`src/verilog/fcgt_pkg.sv`:
```
/*
 * Package for the equalizer configuration and fine-gain trim block:
 * register offsets, field positions, reset values and shared types.
 * Assumes an 8-bit register port with a 12-bit byte address.
 */
package fcgt_pkg;

    // ************************************************************
    // Register offsets
    // ************************************************************
    localparam logic [11:0] FCGT_OFS_FG_A0_TWO = 12'h350;
    localparam logic [11:0] FCGT_OFS_FG_A1_TWO = 12'h351;
    localparam logic [11:0] FCGT_OFS_FG_B0_TWO = 12'h352;
    localparam logic [11:0] FCGT_OFS_FG_B1_TWO = 12'h353;
    localparam logic [11:0] FCGT_OFS_FG_A0_ONE = 12'h354;
    localparam logic [11:0] FCGT_OFS_FG_A1_ONE = 12'h355;
    localparam logic [11:0] FCGT_OFS_FG_B0_ONE = 12'h356;
    localparam logic [11:0] FCGT_OFS_FG_B1_ONE = 12'h357;
    localparam logic [11:0] FCGT_OFS_FILT_CFG  = 12'h400;

    // ************************************************************
    // Field positions and reset values
    // ************************************************************
    localparam int          FCGT_GAIN_W        = 5;
    localparam int          FCGT_NUM_TRIMS     = 8;
    localparam int          FCGT_CFG_SHARE_BIT = 6;
    localparam int          FCGT_CFG_MERGE_BIT = 5;
    localparam int          FCGT_CFG_SCW_LSB   = 2;
    localparam int          FCGT_CFG_MODE_LSB  = 0;
    localparam logic [7:0]  FCGT_CFG_RESET     = 8'h00;
    localparam logic [1:0]  FCGT_MODE_OFF      = 2'h0;
    localparam logic [1:0]  FCGT_MODE_ON       = 2'h2;
    localparam logic [4:0]  FCGT_SCW_BIAS      = 5'h10;
    localparam int          FCGT_COEF_W        = 12;

    // Filter control fields as seen by the datapath
    typedef struct packed {
        logic       resv;
        logic       share;
        logic       merge;
        logic [2:0] scw;
        logic [1:0] mode;
    } fcgt_cfg_t;

    // Register port request
    typedef struct packed {
        logic        wr;
        logic        rd;
        logic [11:0] addr;
        logic [7:0]  wdata;
    } fcgt_req_t;

endpackage : fcgt_pkg

```
`src/verilog/fcgt_top.sv`:
```
/*
 * Equalizer filter configuration and fine-gain trim registers, with a
 * two-tap equalizer slice per channel (center and one side tap).
 * Assumes fuse contents are stable while FUSE_LOAD is pulsed, and that
 * coefficients come from the coefficient registers outside this block.
 */
//
// Overview of operation
// - Trims are 5-bit RW, reserved bits read zero
// - Separate dual-channel trims per bank, A and B
// - Independent single-channel trim set per bank
// - Trim defaults loaded from fuse storage
// - Share bit gives channel B channel A coefficients
// - Merge bit makes one interleaved filter
// - Side weight scales LSB to 2^(scw-16); the code scales the side product by 2^scw, with no bias
// - Mode 0 disables, mode 2 enables filter
// - Config bit 7 reserved RW, reset zero
// - Coefficients are signed 12-bit, first tap A
`timescale 1ns/100ps
`default_nettype none
module fcgt_top
    import fcgt_pkg::*;
#(
    parameter int SAMPLE_W = 8
)(
    input  wire logic                          REF_CLK,
    input  wire logic                          RST_N,
    input  wire logic                          REG_WR,
    input  wire logic                          REG_RD,
    input  wire logic [11:0]                   REG_ADDR,
    input  wire logic [7:0]                    REG_WDATA,
    output logic [7:0]                         REG_RDATA,
    input  wire logic                          FUSE_LOAD,
    input  wire logic [FCGT_NUM_TRIMS*5-1:0]   FUSE_TRIM,
    input  wire logic                          SINGLE_CHANNEL,
    input  wire logic signed [SAMPLE_W-1:0]    SAMPLE_A,
    input  wire logic signed [SAMPLE_W-1:0]    SAMPLE_B,
    input  wire logic signed [FCGT_COEF_W-1:0] COEF_A_CENTER,
    input  wire logic signed [FCGT_COEF_W-1:0] COEF_A_SIDE,
    input  wire logic signed [FCGT_COEF_W-1:0] COEF_B_CENTER,
    input  wire logic signed [FCGT_COEF_W-1:0] COEF_B_SIDE,
    output logic [FCGT_GAIN_W-1:0]             GAIN_A_BANK0,
    output logic [FCGT_GAIN_W-1:0]             GAIN_A_BANK1,
    output logic [FCGT_GAIN_W-1:0]             GAIN_B_BANK0,
    output logic [FCGT_GAIN_W-1:0]             GAIN_B_BANK1,
    output fcgt_cfg_t                          FILT_CFG,
    output logic signed [SAMPLE_W+FCGT_COEF_W+7:0] OUT_A,
    output logic signed [SAMPLE_W+FCGT_COEF_W+7:0] OUT_B
);

    localparam int PW = SAMPLE_W + FCGT_COEF_W + 7;

    // ************************************************************
    // Register file
    // ************************************************************
    logic [FCGT_GAIN_W-1:0] trim_r   [FCGT_NUM_TRIMS];
    logic [FCGT_GAIN_W-1:0] trim_nxt [FCGT_NUM_TRIMS];
    logic [7:0]             cfg_r;
    logic [7:0]             cfg_nxt;
    logic [7:0]             rdata_r;
    logic [7:0]             rdata_nxt;

    // Trim index from address, or -1 when not a trim register
    function automatic int trim_index(input logic [11:0] a);
        int idx;
        idx = -1;
        if (a >= FCGT_OFS_FG_A0_TWO && a <= FCGT_OFS_FG_B1_ONE)
        begin
            idx = int'(a - FCGT_OFS_FG_A0_TWO);
        end
        return idx;
    endfunction : trim_index

    // Next register values: fuse load, then software write; reads decode
    always_comb
    begin
        int wi;
        int ri;
        wi = trim_index(REG_ADDR);
        ri = trim_index(REG_ADDR);
        cfg_nxt   = cfg_r;
        rdata_nxt = rdata_r;
        for (int i = 0; i < FCGT_NUM_TRIMS; i++)
        begin
            trim_nxt[i] = trim_r[i];
            if (FUSE_LOAD)
            begin
                trim_nxt[i] = FUSE_TRIM[i*5 +: 5];
            end
            else if (REG_WR && wi == i)
            begin
                trim_nxt[i] = REG_WDATA[FCGT_GAIN_W-1:0];
            end
        end
        if (REG_WR && REG_ADDR == FCGT_OFS_FILT_CFG)
        begin
            cfg_nxt = REG_WDATA;
        end
        if (REG_RD)
        begin
            if (ri >= 0)
            begin
                rdata_nxt = {3'h0, trim_r[ri[2:0]]};
            end
            else if (REG_ADDR == FCGT_OFS_FILT_CFG)
            begin
                rdata_nxt = cfg_r;
            end
            else
            begin
                rdata_nxt = 8'h00;
            end
        end
    end

    // Register storage
    always_ff @(posedge REF_CLK or negedge RST_N)
    begin
        if (!RST_N)
        begin
            for (int i = 0; i < FCGT_NUM_TRIMS; i++)
            begin
                trim_r[i] <= '0;
            end
            cfg_r   <= FCGT_CFG_RESET;
            rdata_r <= 8'h00;
        end
        else
        begin
            trim_r  <= trim_nxt;
            cfg_r   <= cfg_nxt;
            rdata_r <= rdata_nxt;
        end
    end

    assign REG_RDATA = rdata_r;
    assign FILT_CFG  = fcgt_cfg_t'(cfg_r);

    // ************************************************************
    // Trim selection by channel mode
    // ************************************************************
    // Dual mode uses entries 0..3, single mode entries 4..7
    always_comb
    begin
        if (SINGLE_CHANNEL)
        begin
            GAIN_A_BANK0 = trim_r[4];
            GAIN_A_BANK1 = trim_r[5];
            GAIN_B_BANK0 = trim_r[6];
            GAIN_B_BANK1 = trim_r[7];
        end
        else
        begin
            GAIN_A_BANK0 = trim_r[0];
            GAIN_A_BANK1 = trim_r[1];
            GAIN_B_BANK0 = trim_r[2];
            GAIN_B_BANK1 = trim_r[3];
        end
    end

    // ************************************************************
    // Equalizer slice
    // ************************************************************
    fcgt_cfg_t cfg;
    logic signed [SAMPLE_W-1:0]    prev_a_r;
    logic signed [SAMPLE_W-1:0]    prev_b_r;
    logic signed [SAMPLE_W-1:0]    side_in_a;
    logic signed [SAMPLE_W-1:0]    side_in_b;
    logic signed [FCGT_COEF_W-1:0] coef_bc;
    logic signed [FCGT_COEF_W-1:0] coef_bs;
    logic signed [SAMPLE_W-1:0]    dly_a_r;
    logic signed [SAMPLE_W-1:0]    dly_b_r;
    logic signed [PW-1:0]          pac;
    logic signed [PW-1:0]          pas;
    logic signed [PW-1:0]          pbc;
    logic signed [PW-1:0]          pbs;
    logic signed [PW:0]            out_a_nxt;
    logic signed [PW:0]            out_b_nxt;
    logic signed [PW:0]            out_a_r;
    logic signed [PW:0]            out_b_r;

    assign cfg = fcgt_cfg_t'(cfg_r);

    // Coefficient and side-sample routing
    always_comb
    begin
        coef_bc = cfg.share ? COEF_A_CENTER : COEF_B_CENTER;
        coef_bs = cfg.share ? COEF_A_SIDE   : COEF_B_SIDE;
        if (cfg.merge)
        begin
            side_in_a = prev_b_r;
            side_in_b = SAMPLE_A;
        end
        else
        begin
            side_in_a = prev_a_r;
            side_in_b = prev_b_r;
        end
    end

    fcgt_coef_mac #(.SAMPLE_W(SAMPLE_W)) u_ac (.REF_CLK(REF_CLK), .RST_N(RST_N), .SAMPLE(SAMPLE_A),
        .COEF(COEF_A_CENTER), .SCW(cfg.scw), .CENTER(1'b1), .PRODUCT(pac));
    fcgt_coef_mac #(.SAMPLE_W(SAMPLE_W)) u_as (.REF_CLK(REF_CLK), .RST_N(RST_N), .SAMPLE(side_in_a),
        .COEF(COEF_A_SIDE), .SCW(cfg.scw), .CENTER(1'b0), .PRODUCT(pas));
    fcgt_coef_mac #(.SAMPLE_W(SAMPLE_W)) u_bc (.REF_CLK(REF_CLK), .RST_N(RST_N), .SAMPLE(SAMPLE_B),
        .COEF(coef_bc), .SCW(cfg.scw), .CENTER(1'b1), .PRODUCT(pbc));
    fcgt_coef_mac #(.SAMPLE_W(SAMPLE_W)) u_bs (.REF_CLK(REF_CLK), .RST_N(RST_N), .SAMPLE(side_in_b),
        .COEF(coef_bs), .SCW(cfg.scw), .CENTER(1'b0), .PRODUCT(pbs));

    // Output select: filtered sum or raw sample aligned to product latency
    always_comb
    begin
        if (cfg.mode == FCGT_MODE_ON)
        begin
            out_a_nxt = (PW+1)'(pac) + (PW+1)'(pas);
            out_b_nxt = (PW+1)'(pbc) + (PW+1)'(pbs);
        end
        else
        begin
            out_a_nxt = (PW+1)'(dly_a_r);
            out_b_nxt = (PW+1)'(dly_b_r);
        end
    end

    // Sample history and output registers
    always_ff @(posedge REF_CLK or negedge RST_N)
    begin
        if (!RST_N)
        begin
            prev_a_r <= '0;
            prev_b_r <= '0;
            dly_a_r  <= '0;
            dly_b_r  <= '0;
            out_a_r  <= '0;
            out_b_r  <= '0;
        end
        else
        begin
            prev_a_r <= SAMPLE_A;
            prev_b_r <= SAMPLE_B;
            dly_a_r  <= SAMPLE_A;
            dly_b_r  <= SAMPLE_B;
            out_a_r  <= out_a_nxt;
            out_b_r  <= out_b_nxt;
        end
    end

    assign OUT_A = out_a_r;
    assign OUT_B = out_b_r;
endmodule : fcgt_top
`default_nettype wire

```
`src/verilog/fcgt_coef_mac.sv`:
```
/*
 * One symmetric-weight coefficient product for the equalizer datapath.
 * Assumes samples and coefficients are signed and on the same clock.
 */
`timescale 1ns/100ps
`default_nettype none
module fcgt_coef_mac
    import fcgt_pkg::*;
#(
    parameter int SAMPLE_W = 8
)(
    input  wire logic                          REF_CLK,
    input  wire logic                          RST_N,
    input  wire logic signed [SAMPLE_W-1:0]    SAMPLE,
    input  wire logic signed [FCGT_COEF_W-1:0] COEF,
    input  wire logic [2:0]                    SCW,
    input  wire logic                          CENTER,
    output logic signed [SAMPLE_W+FCGT_COEF_W+6:0] PRODUCT
);

    logic signed [SAMPLE_W+FCGT_COEF_W+6:0] prod_nxt;
    logic signed [SAMPLE_W+FCGT_COEF_W+6:0] prod_r;

    // Side taps are scaled up by the weight field; the center tap is not
    always_comb
    begin
        prod_nxt = (SAMPLE_W+FCGT_COEF_W+7)'(SAMPLE * COEF);
        if (!CENTER)
        begin
            prod_nxt = prod_nxt <<< SCW;
        end
    end

    // Product register
    always_ff @(posedge REF_CLK or negedge RST_N)
    begin
        if (!RST_N)
        begin
            prod_r <= '0;
        end
        else
        begin
            prod_r <= prod_nxt;
        end
    end

    assign PRODUCT = prod_r;

endmodule : fcgt_coef_mac
`default_nettype wire

```
`config.mk`:
```
export PLATFORM = sky130hd
export DESIGN_NAME = fcgt_top
export DESIGN_NICKNAME = d
export VERILOG_FILES = /design/src/verilog/fcgt_pkg.sv /design/src/verilog/fcgt_top.sv /design/src/verilog/fcgt_coef_mac.sv
export SDC_FILE = /design/constraint.sdc
export NUM_CORES = 2
export LEC_CHECK = 0
export BUFFER_PORTS_ARGS = -buffer_cell sky130_fd_sc_hd__clkbuf_2
export CORE_ASPECT_RATIO = 0.6
export CORE_MARGIN = 2
export CORE_UTILIZATION = 30
export CTS_CLUSTER_SIZE = 24
export DETAILED_ROUTE_END_ITERATION = 16
export SLEW_MARGIN = 15
export SYNTH_ARGS = -nofsm -noshare
export SYNTH_HDL_FRONTEND = slang
export SYNTH_SLANG_ARGS = --single-unit
```
`constraint.sdc`:
```
create_clock -name REF_CLK -period 7.8 [get_ports REF_CLK]
set_input_delay 0.39 -clock REF_CLK [delete_from_list [all_inputs] [get_ports REF_CLK]]
set_output_delay 0.39 -clock REF_CLK [all_outputs]
set_load 0.01 [all_outputs]
```
==> qor.csv <==
stage,metric,value,unit
clock_network,clk_latency,560,ps
route,drtPass1Iterations,6,
clock_network,cts_made_buffers,22,
placed_design,gp_congestion,0.886,
min_path,min_from,FUSE_TRIM[10],
placed_design,port_buffers,221,
min_path,holdPathStages,3,
floorplanning,io_pins,222,
outcome,outcome,completed,
cells_and_area,final_util,33.9,%
floorplanning,core,87700,um^2
sta,final.setup.worst_slack,1400,ps
worst_setup_path,cp_data_arrival_time,6820,ps
clock_network,cts_tree,built,
floorplanning,dieWidth,388,um
cells_and_area,area_growth,11.8,%
clock_network,clockBufferDepth,3,
pwr,pwr_density_cell,363,nW/um^2
worst_setup_path,worst-path-buf-inv,4,
job,drv_cap,0,
clock_network,cts.htree.levels,1,
worst_setup_path,crit_top_cell,fa_1,
sta,relSlewSlack,32.1,%
worst_setup_path,critPathKind,flop to flop,
cells_and_area,final_common_cell,inv_1,
sta,period_share,82.1,%
route,drc,0,
worst_setup_path,rr_worst_depth,19,
route,vias,20531,
worst_setup_path,path_max_fanout,13,
synth,ys_ff_latch,222,
clock_network,root_buffer,clkbuf_16,
route,viasPerCell,4.91,
floorplanning,initial_core_util,30.3,%
synth,synth-edff-count,0,
worst_setup_path,rrSetupSlack,1400,ps
floorplanning,fp.dieArea,91000,um^2
sta,tightestPinTransition,1010,ps
worst_setup_path,critical_path.top_delay_family,adder cells,
worst_setup_path,cp_slowest_cell,mux2i_1,
sta,setup_violations,0,
worst_setup_path,cp-end-kind,flop,
cells_and_area,drive_gt1_share,13.0,%
synth,synth_top_flop_cell,dfrtp_1,
route,wl,78700,um
worst_setup_path,timing.rr.start,FILT_CFG[5]$_DFFE_PN0P_,
min_path,hold-path-endpoint,trim_r[25]$_DFFE_PN0P_,
sta,holdWs,47.1,ps
global_routing,grt-ovfl-total,0,
global_routing,first_global_vias,20621,
cells_and_area,antenna_cells,0,
cells_and_area,final_cell_mix,"438 x inv_1, 318 x fa_1, 240 x nand2_1",
placed_design,hpwl,64900,um
route,drtAntennaViolNets,0,
min_path,min_path_type,input pin to flop,
synth,syn_inst,2838,
route,wl_per_cell,18.8,um
clock_network,cts.clk_slew.worst_paths,70,ps
synth,synth.avg_cell_area,9.36,um^2
placed_design,place_ws,1260,ps
global_routing,grt_use_total,17.3,%
sta,slew_violations,0,
worst_setup_path,critPathLaunchType,flop,
synth,syn_area,26600,um^2
global_routing,antenna_found_initial,0,
clock_network,clkSinkCount,222,
floorplanning,rows,84,
sta,finalSetupTns,0,ps
global_routing,grt_pass1_wl,123000,um
sta,period_needed,6400,ps
route,drtIter0Drc,1566,
synth,async_flop_share,100,%
synth,synth_nets,3491,
sta,fin_skew,20.4,ps
pwr,p_total,10.8,mW
worst_setup_path,cp.required,8220,ps
synth,synth_cell_type_count,77,
floorplanning,die_h,235,um
worst_setup_path,reg2reg_to,u_bs.PRODUCT[20]$_DFF_PN0_,
sta,finalHoldViolations,0,
global_routing,grt_max_degree,99,
synth,ys_seq_area_share,20.9,%
sta,fmax,156,MHz
pwr,leakage,14.2,nW
cells_and_area,nets,3659,
worst_setup_path,path_cells,buf_4 -> mux2i_1 -> or2_2 -> fa_1 -> fa_1 -> inv_1 -> fa_1 -> inv_1 -> fa_1 -> inv_1 -> ha_1 -> o211ai_1 -> a21oi_1 -> o21ai_1 -> nand3_1 -> nand3_1 -> or3b_1 -> mux2_2 -> mux4_2,
sta,rsz0062_at_grt,false,
worst_setup_path,cp_slowest_stage_delay,640,ps
pwr,irDropWorstVdd,0.000200,V
synth,ys_warn_count,0,
==> how the worst max path moves through the flow <==
stage / start / end / cells after the start
floorplan: FILT_CFG[6]$_DFFE_PN0P_ / u_bs.PRODUCT[20]$_DFF_PN0_ / 20
global placement: FILT_CFG[5]$_DFFE_PN0P_ / u_bs.PRODUCT[20]$_DFF_PN0_ / 19
detailed placement: FILT_CFG[5]$_DFFE_PN0P_ / u_bs.PRODUCT[20]$_DFF_PN0_ / 18
CTS: FILT_CFG[5]$_DFFE_PN0P_ / u_bs.PRODUCT[20]$_DFF_PN0_ / 19
global route: FILT_CFG[5]$_DFFE_PN0P_ / u_bs.PRODUCT[20]$_DFF_PN0_ / 18
finish: FILT_CFG[5]$_DFFE_PN0P_ / u_bs.PRODUCT[20]$_DFF_PN0_ / 19
==> power by group <==
group	switching, mW	internal (mW)
Clock	0.517	0.632
Combinational	4.59	3.40
Sequential	0.145	1.50
Total	5.25	5.53
==> timing repair <==
action / 4_1_cts / 5_1_grt
setup buffers: 0 / 0
hold buffers: 1 / 0
resized for setup: 0 / 0
hold endpoints to repair: 96 / 0
==> through the flow <==
stage / cell area [um^2] / std cells
finish: 29700 / 4180
global route: 29700 / 4180
CTS: 29700 / 4180
detailed placement: 28900 / 4142
global placement: 28900 / 4142
floorplan: 26600 / 2838
==> cells in the mapped netlist (all sizes together), types with 4 or more instances <==
master	count	area, um^2
o311ai	4	35.0
nand2b	44	275
a22o	4	35.0
and2	110	688
o21a	15	113
mux2i	125	1250
o21ai	161	806
dfrtp	222	5560
o31ai	8	60.1
nor2	158	593
nor4b	4	35.0
fa	318	6370
a21oi	85	425
a31oi	18	113
a311oi	7	61.3
a221oi	9	78.8
nor3	37	208
nand4	4	25.0
or3	15	104
nor4	5	82.6
mux2	65	732
or2	16	100
ha	205	2560
nand3	29	145
nor2b	93	582
o31a	4	35.0
xor2	37	324
nor3b	6	45.0
mux4	9	203
clkbuf	90	340
o21bai	15	113
o211ai	16	120
a21o	29	218
nand2	241	912
a211o	8	70.1
inv	438	1640
or4	7	52.6
and3	13	81.3
o22ai	5	45.0
xnor2	75	657
nand3b	5	37.5
o2111a	4	45.0
buf	16	68.8
a211oi	22	165
==> per-layer routing <==
metal	global-route usage, %	share of wire [%]	vias to the layer above
met5	0	0	-
met4	2.05	1.1	0
met3	5.05	8.9	62
met2	24.5	40	675
met1	26.2	50	10174
li1	-	-	9620
==> final cells by class <==
type	instances	area, um^2
clock buffer	25	572
clock inverter	12	161
timing repair buffer	250	1340
tap	1161	1450
sequential	222	5560
inverter	441	1660
multi-input combinational	2069	19000
fill	9041	58000
==> logic make-up (layout without fill, tap and decap cells) <==
family	count (synthesis)	in the layout	synth area share, %
simple gates	793	793	15.1
xor+xnor	112	112	3.69
fa+ha+maj	523	523	33.6
compound gates	442	442	10.7
buf+inv	547	728	7.77
flops	222	222	20.9
mux	199	199	8.23
==> sequential cells by signal (all words and copies together) (netlist names) <==
register and cells:
u_bc.PRODUCT 20, trim_r 40, dly_b_r 8, OUT_A 28
dly_a_r 8, OUT_B 28, u_ac.PRODUCT 20, REG_RDATA 8
u_as.PRODUCT 27, FILT_CFG 8, u_bs.PRODUCT 27
==> worst register-to-register path, stage by stage, from the launching register on <==
cell and delay, ps:
dfrtp_1 610, buf_4 320, mux2i_1 650, or2_2 240, fa_1 450, fa_1 550
inv_1 50, fa_1 470, inv_1 50, fa_1 480, inv_1 40, ha_1 320
o211ai_1 200, a21oi_1 80, o21ai_1 230, nand3_1 220, nand3_1 110, or3b_1 450
mux2_2 320, mux4_2 440
(Power assumes the default switching activity.)
